$ cat src/hw/asrp_defines.svh
// constants for the converter serial register port
`ifndef ASRP_DEFINES_SVH
`define ASRP_DEFINES_SVH
`define ASRP_CODE_W 24
`define ASRP_REG_W 24
`define ASRP_CFG_RST 24'h000117
`define ASRP_MODE_RST 24'h080060
`define ASRP_STAT_RST 24'h000080
`define ASRP_CFG_BURN 7
`define ASRP_CFG_REFDET 4
`define ASRP_CFG_UNIPOLAR 3
`define ASRP_STAT_RDYB 7
`define ASRP_STAT_MISSREF 5
`define ASRP_COMM_RD 6
`define ASRP_COMM_RS_HI 5
`define ASRP_COMM_RS_LO 3
`define ASRP_COMM_CREAD 2
`define ASRP_RS_STAT 3'h0
`define ASRP_RS_MODE 3'h1
`define ASRP_RS_CFG 3'h2
`define ASRP_RS_DATA 3'h3
`define ASRP_CREAD_ON 8'h5c
`define ASRP_CREAD_OFF 8'h58
`define ASRP_ONES_RESET 6'd40
`define ASRP_RESET_WAIT_US 200
`endif

$ cat src/hw/asrp_pkg.sv
// types for the converter serial register port
`default_nettype none
package asrp_pkg;
	typedef enum logic [1:0] {
		ST_COMM = 2'b00,
		ST_WRITE = 2'b01,
		ST_READ = 2'b10,
		ST_CREAD = 2'b11
	} asrp_state_e;
	typedef struct packed {
		logic [23:0] code;
		logic [2:0] chan;
	} asrp_result_s;
	typedef struct packed {
		logic burn_en;
		logic refdet_en;
		logic unipolar;
		logic [2:0] gain_sel;
	} asrp_cfg_s;
endpackage
`default_nettype wire

$ cat src/hw/asrp_port.sv
// serial register port and output data path of a multichannel converter
`timescale 1ns/10ps
`default_nettype none
`include "asrp_defines.svh"

module asrp_port (
	// clock and reset
	input wire logic sys_clk,
	input wire logic rst_b,
	// serial pins
	input wire logic cs_b,
	input wire logic sclk,
	input wire logic din,
	output logic dout_rdy_b,
	output logic dout_oe_b,
	// conversion side
	input wire asrp_pkg::asrp_result_s res_data,
	input wire logic res_valid,
	output logic res_ready,
	input wire logic ref_low,
	input wire logic ref_ok,
	// front end controls
	output logic burn_src_en,
	output logic burn_snk_en,
	output logic [2:0] gain_sel,
	output logic [2:0] chan_sel,
	output logic port_reset
);

	// ********************
	// pin synchronisers
	// ********************
	logic [1:0] cs_sync_q, sclk_sync_q, din_sync_q;
	logic sclk_prev_q;
	always_ff @(posedge sys_clk or negedge rst_b) begin
		if (!rst_b) begin
			cs_sync_q <= 2'h3;
			sclk_sync_q <= 2'h3;
			din_sync_q <= 2'h0;
			sclk_prev_q <= 1'b1;
		end else begin
			cs_sync_q <= {cs_sync_q[0], cs_b};
			sclk_sync_q <= {sclk_sync_q[0], sclk};
			din_sync_q <= {din_sync_q[0], din};
			sclk_prev_q <= sclk_sync_q[1];
		end
	end
	logic cs_act, sclk_rise, sclk_fall, din_s;
	assign cs_act = ~cs_sync_q[1];
	assign sclk_rise = cs_act & sclk_sync_q[1] & ~sclk_prev_q;
	assign sclk_fall = cs_act & ~sclk_sync_q[1] & sclk_prev_q;
	assign din_s = din_sync_q[1];

	// last eight din bits, so the exit byte is seen while results stream out
	logic [6:0] din_hist_q;
	logic [7:0] cmd_hist;
	assign cmd_hist = {din_hist_q, din_s};
	always_ff @(posedge sys_clk or negedge rst_b) begin
		if (!rst_b) begin
			din_hist_q <= 7'h00;
		end else if (sclk_rise) begin
			din_hist_q <= cmd_hist[6:0];
		end
	end

	// ********************
	// forty ones detector
	// ********************
	logic [5:0] ones_q;
	logic soft_rst;
	assign soft_rst = sclk_rise & din_s & (ones_q == `ASRP_ONES_RESET - 6'd1);
	always_ff @(posedge sys_clk or negedge rst_b) begin
		if (!rst_b) begin
			ones_q <= 6'h00;
		end else if (sclk_rise) begin
			if (!din_s || soft_rst) begin
				ones_q <= 6'h00;
			end else begin
				ones_q <= ones_q + 6'h01;
			end
		end
	end
	always_ff @(posedge sys_clk or negedge rst_b) begin
		if (!rst_b) begin
			port_reset <= 1'b1;
		end else begin
			port_reset <= soft_rst;
		end
	end

	// ********************
	// two entry result buffer
	// ********************
	asrp_pkg::asrp_result_s buf_q [2];
	logic wp_q, rp_q;
	logic [1:0] cnt_q;
	logic buf_pop, buf_valid, upd_ok;
	assign res_ready = (cnt_q != 2'h2);
	assign buf_valid = (cnt_q != 2'h0);
	always_ff @(posedge sys_clk or negedge rst_b) begin
		if (!rst_b) begin
			wp_q <= 1'b0;
			rp_q <= 1'b0;
			cnt_q <= 2'h0;
		end else if (soft_rst) begin
			wp_q <= 1'b0;
			rp_q <= 1'b0;
			cnt_q <= 2'h0;
		end else begin
			if (res_valid && res_ready) begin
				wp_q <= ~wp_q;
			end
			if (buf_pop) begin
				rp_q <= ~rp_q;
			end
			cnt_q <= cnt_q + {1'b0, res_valid & res_ready} - {1'b0, buf_pop};
		end
	end
	always_ff @(posedge sys_clk) begin
		if (res_valid && res_ready) begin
			buf_q[wp_q] <= res_data;
		end
	end

	// ********************
	// registers
	// ********************
	logic [23:0] cfg_q, mode_q, data_q;
	logic [7:0] stat_word;
	logic [2:0] stat_chan_q;
	logic missref_q, rdy_b_q, data_busy;
	asrp_pkg::asrp_state_e st_q;
	logic [23:0] sh_q;
	logic [4:0] bit_q;
	logic [2:0] rs_q;
	logic cread_q;
	logic [23:0] code_fmt;
	asrp_pkg::asrp_cfg_s cfg;
	assign cfg = '{burn_en: cfg_q[`ASRP_CFG_BURN], refdet_en: cfg_q[`ASRP_CFG_REFDET],
		unipolar: cfg_q[`ASRP_CFG_UNIPOLAR], gain_sel: cfg_q[2:0]};
	assign gain_sel = cfg.gain_sel;
	assign chan_sel = cfg_q[18:16];
	assign burn_src_en = cfg.burn_en;
	assign burn_snk_en = cfg.burn_en;

	// the modulator hands over twos complement; unipolar results are already straight
	always_comb begin
		if (missref_q) begin
			code_fmt = 24'hffffff;
		end else if (cfg.unipolar) begin
			code_fmt = buf_q[rp_q].code;
		end else begin
			code_fmt = {~buf_q[rp_q].code[23], buf_q[rp_q].code[22:0]};
		end
	end

	// missing reference flag with hysteresis thresholds
	always_ff @(posedge sys_clk or negedge rst_b) begin
		if (!rst_b) begin
			missref_q <= 1'b0;
		end else if (soft_rst || !cfg.refdet_en) begin
			missref_q <= 1'b0;
		end else if (ref_low) begin
			missref_q <= 1'b1;
		end else if (ref_ok) begin
			missref_q <= 1'b0;
		end
	end

	// result update waits until no data read is shifting
	assign data_busy = (st_q == asrp_pkg::ST_READ && rs_q == `ASRP_RS_DATA)
		|| (st_q == asrp_pkg::ST_CREAD && bit_q != 5'h0);
	// a result is only taken once ready stands high; an unread result in the data register is overwritten
	assign upd_ok = buf_valid & ~data_busy;
	assign buf_pop = upd_ok & rdy_b_q;
	always_ff @(posedge sys_clk or negedge rst_b) begin
		if (!rst_b) begin
			data_q <= 24'h000000;
			stat_chan_q <= 3'h0;
		end else if (soft_rst) begin
			data_q <= 24'h000000;
			stat_chan_q <= 3'h0;
		end else if (buf_pop) begin
			data_q <= code_fmt;
			stat_chan_q <= buf_q[rp_q].chan;
		end
	end

	// ********************
	// serial state machine
	// ********************
	logic data_read_done, cmd_done;
	logic [7:0] cmd_byte;
	assign cmd_byte = {sh_q[6:0], din_s};
	assign cmd_done = sclk_rise && st_q == asrp_pkg::ST_COMM && bit_q == 5'd7;
	assign data_read_done = sclk_rise && bit_q == 5'd23
		&& ((st_q == asrp_pkg::ST_READ && rs_q == `ASRP_RS_DATA) || st_q == asrp_pkg::ST_CREAD);

	// ready goes high one cycle before the data register changes, low on the same edge as the change
	always_ff @(posedge sys_clk or negedge rst_b) begin
		if (!rst_b) begin
			rdy_b_q <= 1'b1;
		end else if (soft_rst) begin
			rdy_b_q <= 1'b1;
		end else if (upd_ok && !rdy_b_q) begin
			rdy_b_q <= 1'b1;
		end else if (data_read_done) begin
			rdy_b_q <= 1'b1;
		end else if (buf_pop) begin
			rdy_b_q <= 1'b0;
		end
	end

	always_ff @(posedge sys_clk or negedge rst_b) begin
		if (!rst_b) begin
			st_q <= asrp_pkg::ST_COMM;
			bit_q <= 5'h0;
			rs_q <= 3'h0;
			cread_q <= 1'b0;
			sh_q <= 24'h000000;
			cfg_q <= `ASRP_CFG_RST;
			mode_q <= `ASRP_MODE_RST;
		end else if (soft_rst) begin
			st_q <= asrp_pkg::ST_COMM;
			bit_q <= 5'h0;
			rs_q <= 3'h0;
			cread_q <= 1'b0;
			sh_q <= 24'h000000;
			cfg_q <= `ASRP_CFG_RST;
			mode_q <= `ASRP_MODE_RST;
		end else if (!cs_act) begin
			bit_q <= 5'h0;
			if (st_q != asrp_pkg::ST_CREAD) begin
				st_q <= cread_q ? asrp_pkg::ST_CREAD : asrp_pkg::ST_COMM;
			end
		end else begin
			case (st_q)
				asrp_pkg::ST_COMM: begin
					if (sclk_rise) begin
						sh_q <= {sh_q[22:0], din_s};
						bit_q <= bit_q + 5'h1;
						if (cmd_done) begin
							bit_q <= 5'h0;
							rs_q <= cmd_byte[`ASRP_COMM_RS_HI:`ASRP_COMM_RS_LO];
							if (cmd_byte == `ASRP_CREAD_ON) begin
								cread_q <= 1'b1;
								st_q <= asrp_pkg::ST_CREAD;
							end else if (cmd_byte[`ASRP_COMM_RD]) begin
								st_q <= asrp_pkg::ST_READ;
								case (cmd_byte[`ASRP_COMM_RS_HI:`ASRP_COMM_RS_LO])
									`ASRP_RS_STAT: sh_q <= {stat_word, 16'h0000};
									`ASRP_RS_MODE: sh_q <= mode_q;
									`ASRP_RS_CFG: sh_q <= cfg_q;
									`ASRP_RS_DATA: sh_q <= data_q;
									default: sh_q <= 24'h000000;
								endcase
							end else begin
								st_q <= asrp_pkg::ST_WRITE;
							end
						end
					end
				end
				asrp_pkg::ST_WRITE: begin
					if (sclk_rise) begin
						sh_q <= {sh_q[22:0], din_s};
						bit_q <= bit_q + 5'h1;
						if (bit_q == 5'd23) begin
							bit_q <= 5'h0;
							st_q <= asrp_pkg::ST_COMM;
							case (rs_q)
								`ASRP_RS_MODE: mode_q <= {sh_q[22:0], din_s};
								`ASRP_RS_CFG: cfg_q <= {sh_q[22:0], din_s};
								default: ;
							endcase
						end
					end
				end
				asrp_pkg::ST_READ: begin
					if (sclk_rise) begin
						bit_q <= bit_q + 5'h1;
						if ((rs_q == `ASRP_RS_STAT && bit_q == 5'd7) || bit_q == 5'd23) begin
							bit_q <= 5'h0;
							st_q <= asrp_pkg::ST_COMM;
						end
					end else if (sclk_fall && bit_q != 5'h0) begin
						sh_q <= {sh_q[22:0], 1'b0};
					end
				end
				asrp_pkg::ST_CREAD: begin
					// din watched for the exit pattern while results stream out
					if (bit_q == 5'h0 && !sclk_rise) begin
						sh_q <= data_q;
					end
					if (sclk_rise && !rdy_b_q) begin
						bit_q <= bit_q + 5'h1;
						if (bit_q == 5'd7 && cmd_hist == `ASRP_CREAD_OFF) begin
							bit_q <= 5'h0;
							cread_q <= 1'b0;
							st_q <= asrp_pkg::ST_COMM;
						end else if (bit_q == 5'd23) begin
							bit_q <= 5'h0;
						end
					end else if (sclk_fall && bit_q != 5'h0) begin
						sh_q <= {sh_q[22:0], 1'b0};
					end
				end
				default: st_q <= asrp_pkg::ST_COMM;
			endcase
		end
	end

	assign stat_word = {rdy_b_q, 1'b0, missref_q, 2'h0, stat_chan_q};

	// ********************
	// output pin
	// ********************
	logic is_out;
	assign is_out = (st_q == asrp_pkg::ST_READ)
		|| (st_q == asrp_pkg::ST_CREAD && !rdy_b_q && cs_act);
	always_ff @(posedge sys_clk or negedge rst_b) begin
		if (!rst_b) begin
			dout_rdy_b <= 1'b1;
			dout_oe_b <= 1'b1;
		end else begin
			dout_oe_b <= ~cs_act;
			dout_rdy_b <= is_out ? sh_q[23] : rdy_b_q;
		end
	end

endmodule
`default_nettype wire

$ cat config.mk
export PLATFORM = sky130hd
export DESIGN_NAME = asrp_port
export DESIGN_NICKNAME = d
export VERILOG_FILES = /design/src/hw/asrp_pkg.sv /design/src/hw/asrp_port.sv
export VERILOG_INCLUDE_DIRS = /design/src /design/src/hw
export SDC_FILE = /design/constraint.sdc
export NUM_CORES = 1
export LEC_CHECK = 0
export CAP_MARGIN = 20
export CORE_MARGIN = 2
export CORE_UTILIZATION = 65
export CTS_CLUSTER_DIAMETER = 100
export CTS_CLUSTER_SIZE = 25
export DETAILED_ROUTE_END_ITERATION = 8
export DONT_BUFFER_PORTS = 1
export HOLD_SLACK_MARGIN = 0.12
export PLACE_DENSITY = 0.81
export REMOVE_ABC_BUFFERS = 1
export SLEW_MARGIN = 10
export SYNTH_ARGS = -nofsm -noshare
export SYNTH_HDL_FRONTEND = slang
export SYNTH_SLANG_ARGS = --single-unit
$ cat constraint.sdc
create_clock -name sys_clk -period 6.2 [get_ports sys_clk]
set_input_delay 1.24 -clock sys_clk [delete_from_list [all_inputs] [get_ports sys_clk]]
set_output_delay 1.24 -clock sys_clk [all_outputs]
set_load 0.01 [all_outputs]
==> results of run 1 <==
[state kept, by name, indices dropped and copies added, names as in the netlist, 3 cells and up]
name and count:
rs_q 3, mode_q 24, ones_q 6, data_q 24, din_hist_q 7, buf_q 54
cfg_q 24, bit_q 5, stat_chan_q 3, sh_q 24
[per-stage QoR]
step / setup WS [ns] / total power (W) / cell area (µm²)
floorplan: 2.64 / 0.00278 / 9160
global placement: 2.79 / 0.00311 / 9490
detailed placement: 2.85 / 0.00319 / 9500
CTS: 2.84 / 0.00431 / 10100
global route: 2.53 / 0.00454 / 10100
finish: 2.73 / 0.00434 / 10100
[cells by family (layout without fill, tap and decap cells)]
group           count (synthesis)  after routing  share of synthesized area
buf+inv                        90             59                     0.0415
xor+xnor                        5              5                    0.00461
simple gates                  307            307                      0.159
fa+ha+maj                       5              5                    0.00658
flops                         193            193                      0.539
compound gates                261            261                      0.190
mux                            48             48                     0.0599
[final timing paths]
| path | end | slack (ns) | cells past startpoint |
|---|---|---|---|
| max | mode_q[2] | 2.73 | 6 |
| min | cs_sync_q[1] | 0.36 | 0 |
| max reg2reg | mode_q[2] | 2.73 | 6 |
| min reg2reg | cs_sync_q[1] | 0.36 | 0 |
| max in group asynchronous | cfg_q[8] | 5.48 | 0 |
| min in group asynchronous | wp_q | 0.49 | 0 |
[layer usage]
| layer | track usage | vias to the layer above |
|---|---|---|
| li1 | - | 3242 |
| met1 | 0.398 | 3655 |
| met2 | 0.496 | 423 |
| met3 | 0.0727 | 97 |
| met4 | 0.152 | 0 |
| met5 | 0 | - |
[where the power goes]
part           switching (W)  total (W)  internal [W]
sequential          0.000360    0.00198       0.00162
combinational       0.000702    0.00124      0.000538
clock               0.000539    0.00112      0.000585
total                0.00160    0.00434       0.00274
[layout by cell type, fill, tap and decap left out, types with 7 or more instances in the layout]
cell type and n:
dfrtp_1 122, edfxtp_1 54, dfstp_2 17, clkbuf_16 17, nand2b_1 7, o21ai_0 51
a21oi_1 64, inv_1 10, or3_1 9, nand2_1 99, a22o_1 7, nand3_1 12
mux2i_1 22, and3_1 10, nor2b_1 33, buf_4 14, o22ai_1 14, nor3_1 19
mux2_2 21, nor2_1 80, a211oi_1 51, a32o_1 15, a22oi_1 21
[cell type report]
cell class              count  area share
well taps                 184      0.0227
multi-input cells         626       0.394
repair buffers             15      0.0131
clock buffers              18      0.0423
inverters                  12     0.00444
flip-flops and latches    193       0.505
clock inverters            14      0.0187
==> qor.yml, run 1 <==
clocking:
  clk_path_buf_depth: 2
  clk_pin_slew_ns: 0.08
  tritoncts: "yes"
  cts.repair.resized: 0
  cts.sinks: 193
  h-tree-depth: 4
  cts_made_buffers: 17
  cts_root_buf: "clkbuf_16"
  postCtsSetupBuffers: 0
  cts_hold_buffers: 0
  insertion_delay_ns: 0.44
run:
  cap_violations: 0
critical_path:
  cp-end-kind: "flop"
  crit_family: "simple AND/OR/NAND/NOR gates"
  crit_path_start_kind: "flop"
  path_buf_inv: 0
  r2r_start: "cs_sync_q[1]"
  slowest_delay_ns: 1.15
  crit_type: "reg2reg"
  crit_start: "cs_sync_q[1]"
  slowest_stage: "or4b_2"
  cp.arrival_ns: 3.84
  cp.required_ns: 6.57
  cp_max_fo: 34
  path_cells: "nor3b_2, nand4_1, or4b_2, nor3b_1, a21oi_1, nor2_1"
grt:
  grt_pass1_wl_um: 38200
  gr-total-overflow: 0
  grtUsageTotal: 0.308
  grt_pass1_vias: 7396
  antenna_found_initial: 0
  grt_max_degree: 140
timing:
  slew_headroom: 0.280
  whs_ns: 0.361
  fmax_mhz: 288
  grt_setup_unrepaired: "false"
  drv_slew: 0
  period_share: 0.560
  worst_pin_slew_ns: 1.08
  hold_viol: 0
  final.setup_skew_ns: 0.00935
  period_needed_ns: 3.47
  fin_tns_setup_ns: 0
  setup_viol_count_final: 0
synth:
  synthTopCellsByArea: "dfrtp_1 32%, edfxtp_1 17%, dfstp_2 4.7%, a211oi_1 4.0%, nand2_1 3.9%"
  yosysMostFrequentCell: "dfrtp_1"
  ys_warn_count: 0
  yosysSeqAreaShare: 0.539
  synth_cell_types: 68
  synth_area_mm2: 0.00951
  synth_common_cells: "122 x dfrtp_1, 99 x nand2_1, 81 x nor2_1, 64 x a21oi_1"
  avgSynthCellArea_um2: 10.5
  async_flop_share: 0.720
  synth_area_leader_cell: "dfrtp_1"
  yosysTopAreaCellShare: 0.321
  syn_inst: 909
  synth-seq-cells: 193
  synth_edf_count: 54
  synth_flop_cell: "dfrtp_1"
drt:
  drc: 0
  wl_met3_um: 2060
  ant_nets: 0
  top_layer: "met4"
  vias_per_cell: 6.98
  routed_wl_um: 23600
  first_iter_violations: 1009
  drt_first_pass_iters: 6
  met2_length_um: 11500
  routedWlPerCell_um: 22.3
  via_count: 7417
  wl_met1_um: 9230
finish:
  syn_to_final_growth_pct: 6.78
  fin_nets: 905
  final_util: 0.704
  final_cells: 1062
  multi_input_comb_area_mm2: 0.00400
  regArea_mm2: 0.00512
  diodes: 0
  drive_above_1_share: 0.125
  n_fill_cell: 1046
outcome:
  status: "finished clean"
floorplan:
  die_y_um: 125
  die_w_um: 125
  rows: 44
  die-area_mm2: 0.0156
  io_pins: 47
  coreArea_mm2: 0.0144
  start_util: 0.659
place:
  post-place-cells: 1028
  gp_congestion: 0.904
  io_buffers: 0
  dpl.hpwl_um: 14500
power:
  peakVddDrop_mv: 0.321
  cellPowerDensity_mw_per_mm2: 428
  p_leak_nw: 4.13
min_path:
  hold_path.startpoint: "cs_sync_q[0]"
  min_path_type: "reg2reg"
Note: power is estimated with default switching activity, not from simulation.
==> inputs of run 2 (changes only) <==
- CORE_UTILIZATION: 65 -> 64
- PLACE_DENSITY: 0.81 -> 0.8
- clock period: 6.2 -> 3.3 ns (I/O delays scaled with it)
==> run 2 against run 1 <==
The flow now finishes with violations (negative hold slack). Clock skew is essentially flat. Sequential share of layout area decreased by 0.53 points. Sequential power up 84%. Wire length fell by 1.9%. Utilization increased by 0.21 points. Combinational power increased by 96%. Final area rose by 1.1%. Critical path depth rose by 2. Non-clock buffer count increased by 16. First-iteration DRC count shrank 15%. Worst hold slack lost 0.45 ns. Critical endpoint is now sh_q[15].
==> qor.yml, run 2 (synthesis results as in run 1) <==
outcome:
  status: "finished with violations"
  violations: "negative hold slack"
place:
  place_ws_ns: 0.435
  gp_congestion: 0.955
  dpl-instance-area_mm2: 0.00963
  io_buffers: 0
  dpl.hpwl_um: 14600
finish:
  layout_common_cells: "122 x dfrtp_1, 99 x nand2_1, 80 x nor2_1, 64 x a21oi_1, 54 x edfxtp_1"
  regArea_mm2: 0.00512
  layout_commonest_cell: "dfrtp_1"
  n_fill_cell: 1026
  diodes: 0
  fin_nets: 921
  drive_above_1_share: 0.139
  multi_input_comb_area_mm2: 0.00400
  final_util: 0.706
  regMostFlops: "buf_q"
  largest_register_ffs: 54
  syn_to_final_growth_pct: 7.91
  final_area_mm2: 0.0103
timing:
  slew_headroom: 0.292
  fmax_mhz: 340
  setup_viol_count_final: 0
  worst_pin_slew_ns: 1.06
  grt_setup_unrepaired: "false"
  period_needed_ns: 2.94
  period_share: 0.890
  whs_ns: -0.0866
  final.setup_skew_ns: 0.00967
  drv_slew: 0
  timing.final.ws_setup_ns: 0.362
  hold_viol: 122
floorplan:
  rows: 44
  io_pins: 47
  start_util: 0.654
  die_y_um: 126
  coreArea_mm2: 0.0145
  die_w_um: 126
  die-area_mm2: 0.0158
drt:
  routedWlPerCell_um: 21.5
  routed_wl_um: 23200
  ant_nets: 0
  vias_per_cell: 6.83
  drc: 0
  drt_first_pass_iters: 5
  first_iter_violations: 855
  via_count: 7367
clocking:
  clk_pin_slew_ns: 0.07
  clk_path_buf_depth: 2
  h-tree-depth: 4
  cts_root_buf: "clkbuf_16"
  cts.sinks: 193
  cts_made_buffers: 17
  tritoncts: "yes"
  cts.repair.resized: 0
  insertion_delay_ns: 0.44
  postCtsSetupBuffers: 0
run:
  cap_violations: 0
critical_path:
  cp_max_fo: 20
  crit_start: "bit_q[0]"
  cp.required_ns: 3.63
  reg2regPathDepth: 8
  cp-end-kind: "flop"
  slowest_stage: "nor3b_2"
  crit_path_start_kind: "flop"
  cp.arrival_ns: 3.27
  r2r_slack_ns: 0.36
  cp-endpoint: "sh_q[15]"
  path_cells: "ha_1, and4bb_2, nand3_1, nor3b_2, buf_4, o21ai_0, o311a_1, a22o_1"
  r2r_start: "bit_q[0]"
  slowest_delay_ns: 0.89
  reg2reg_to: "sh_q[15]"
  crit_type: "reg2reg"
min_path:
  min_path_type: "in2async"
power:
  peakVddDrop_mv: 0.700
  p_leak_nw: 4.21
  total_power_w: 0.00825
  cellPowerDensity_mw_per_mm2: 804
grt:
  grt_max_degree: 140
  grt_pass1_wl_um: 38500
  gr-total-overflow: 0
  grtUsageTotal: 0.309
  antenna_found_initial: 1
  grt_pass1_vias: 7414
==> run 2: worst max-delay path: cells and delay by family (launching register included) <==
family	cells	cell delay, ns
AOI/OAI and AO/OA	3	0.44
adders and majority gates	1	0.27
buffers and inverters	1	0.33
DFF	1	0.42
and+or+nand+nor	3	1.37
==> run 2: area by class of cell <==
| type | instances | share of cell area |
|---|---|---|
| Clock buffer | 18 | 0.0428 |
| Sequential cell | 193 | 0.499 |
| Multi-Input combinational cell | 626 | 0.390 |
| Timing Repair Buffer | 31 | 0.0227 |
| Tap cell | 184 | 0.0224 |
| Clock inverter | 14 | 0.0185 |
| Inverter | 12 | 0.00439 |
==> run 2: worst min-delay path by stage <==
stage                   from       endpoint  slack [ns]  depth (start not counted)
2_1_floorplan  din_sync_q[0]  din_sync_q[1]        0.33                          0
3_3_place_gp   din_sync_q[0]  din_sync_q[1]        0.35                          0
3_5_place_dp   din_sync_q[0]  din_sync_q[1]        0.34                          0
4_1_cts                rst_b       cfg_q[5]       -0.09                          0
5_1_grt                rst_b        rs_q[2]       -0.11                          0
6_report               rst_b      ones_q[0]       -0.09                          0
==> run 2: metal layers <==
| metal | wire length (µm) | track usage | up-vias | part of all wire |
|---|---|---|---|---|
| met5 | 17 | 0 | - | 0.00073 |
| met4 | 757 | 0.136 | 2 | 0.033 |
| met3 | 1950 | 0.0769 | 70 | 0.084 |
| met2 | 11200 | 0.485 | 380 | 0.48 |
| met1 | 9290 | 0.412 | 3640 | 0.40 |
| li1 | - | - | 3275 | - |
==> run 2: per-stage QoR <==
stage,hold slack [ns],TNS [ns],cells
finish,-0.0866,0,1078
global placement,0.346,0,1046
floorplan,0.331,-1.84,831
global route,-0.107,0,1078
CTS,-0.0950,0,1078
detailed placement,0.337,0,1046
==> run 2: report_power, final <==
part           switching, W  total (W)  internal (W)
Sequential         0.000603    0.00364       0.00304
Combinational       0.00138    0.00243       0.00106
Clock              0.000990    0.00217       0.00118
Total               0.00297    0.00825       0.00528
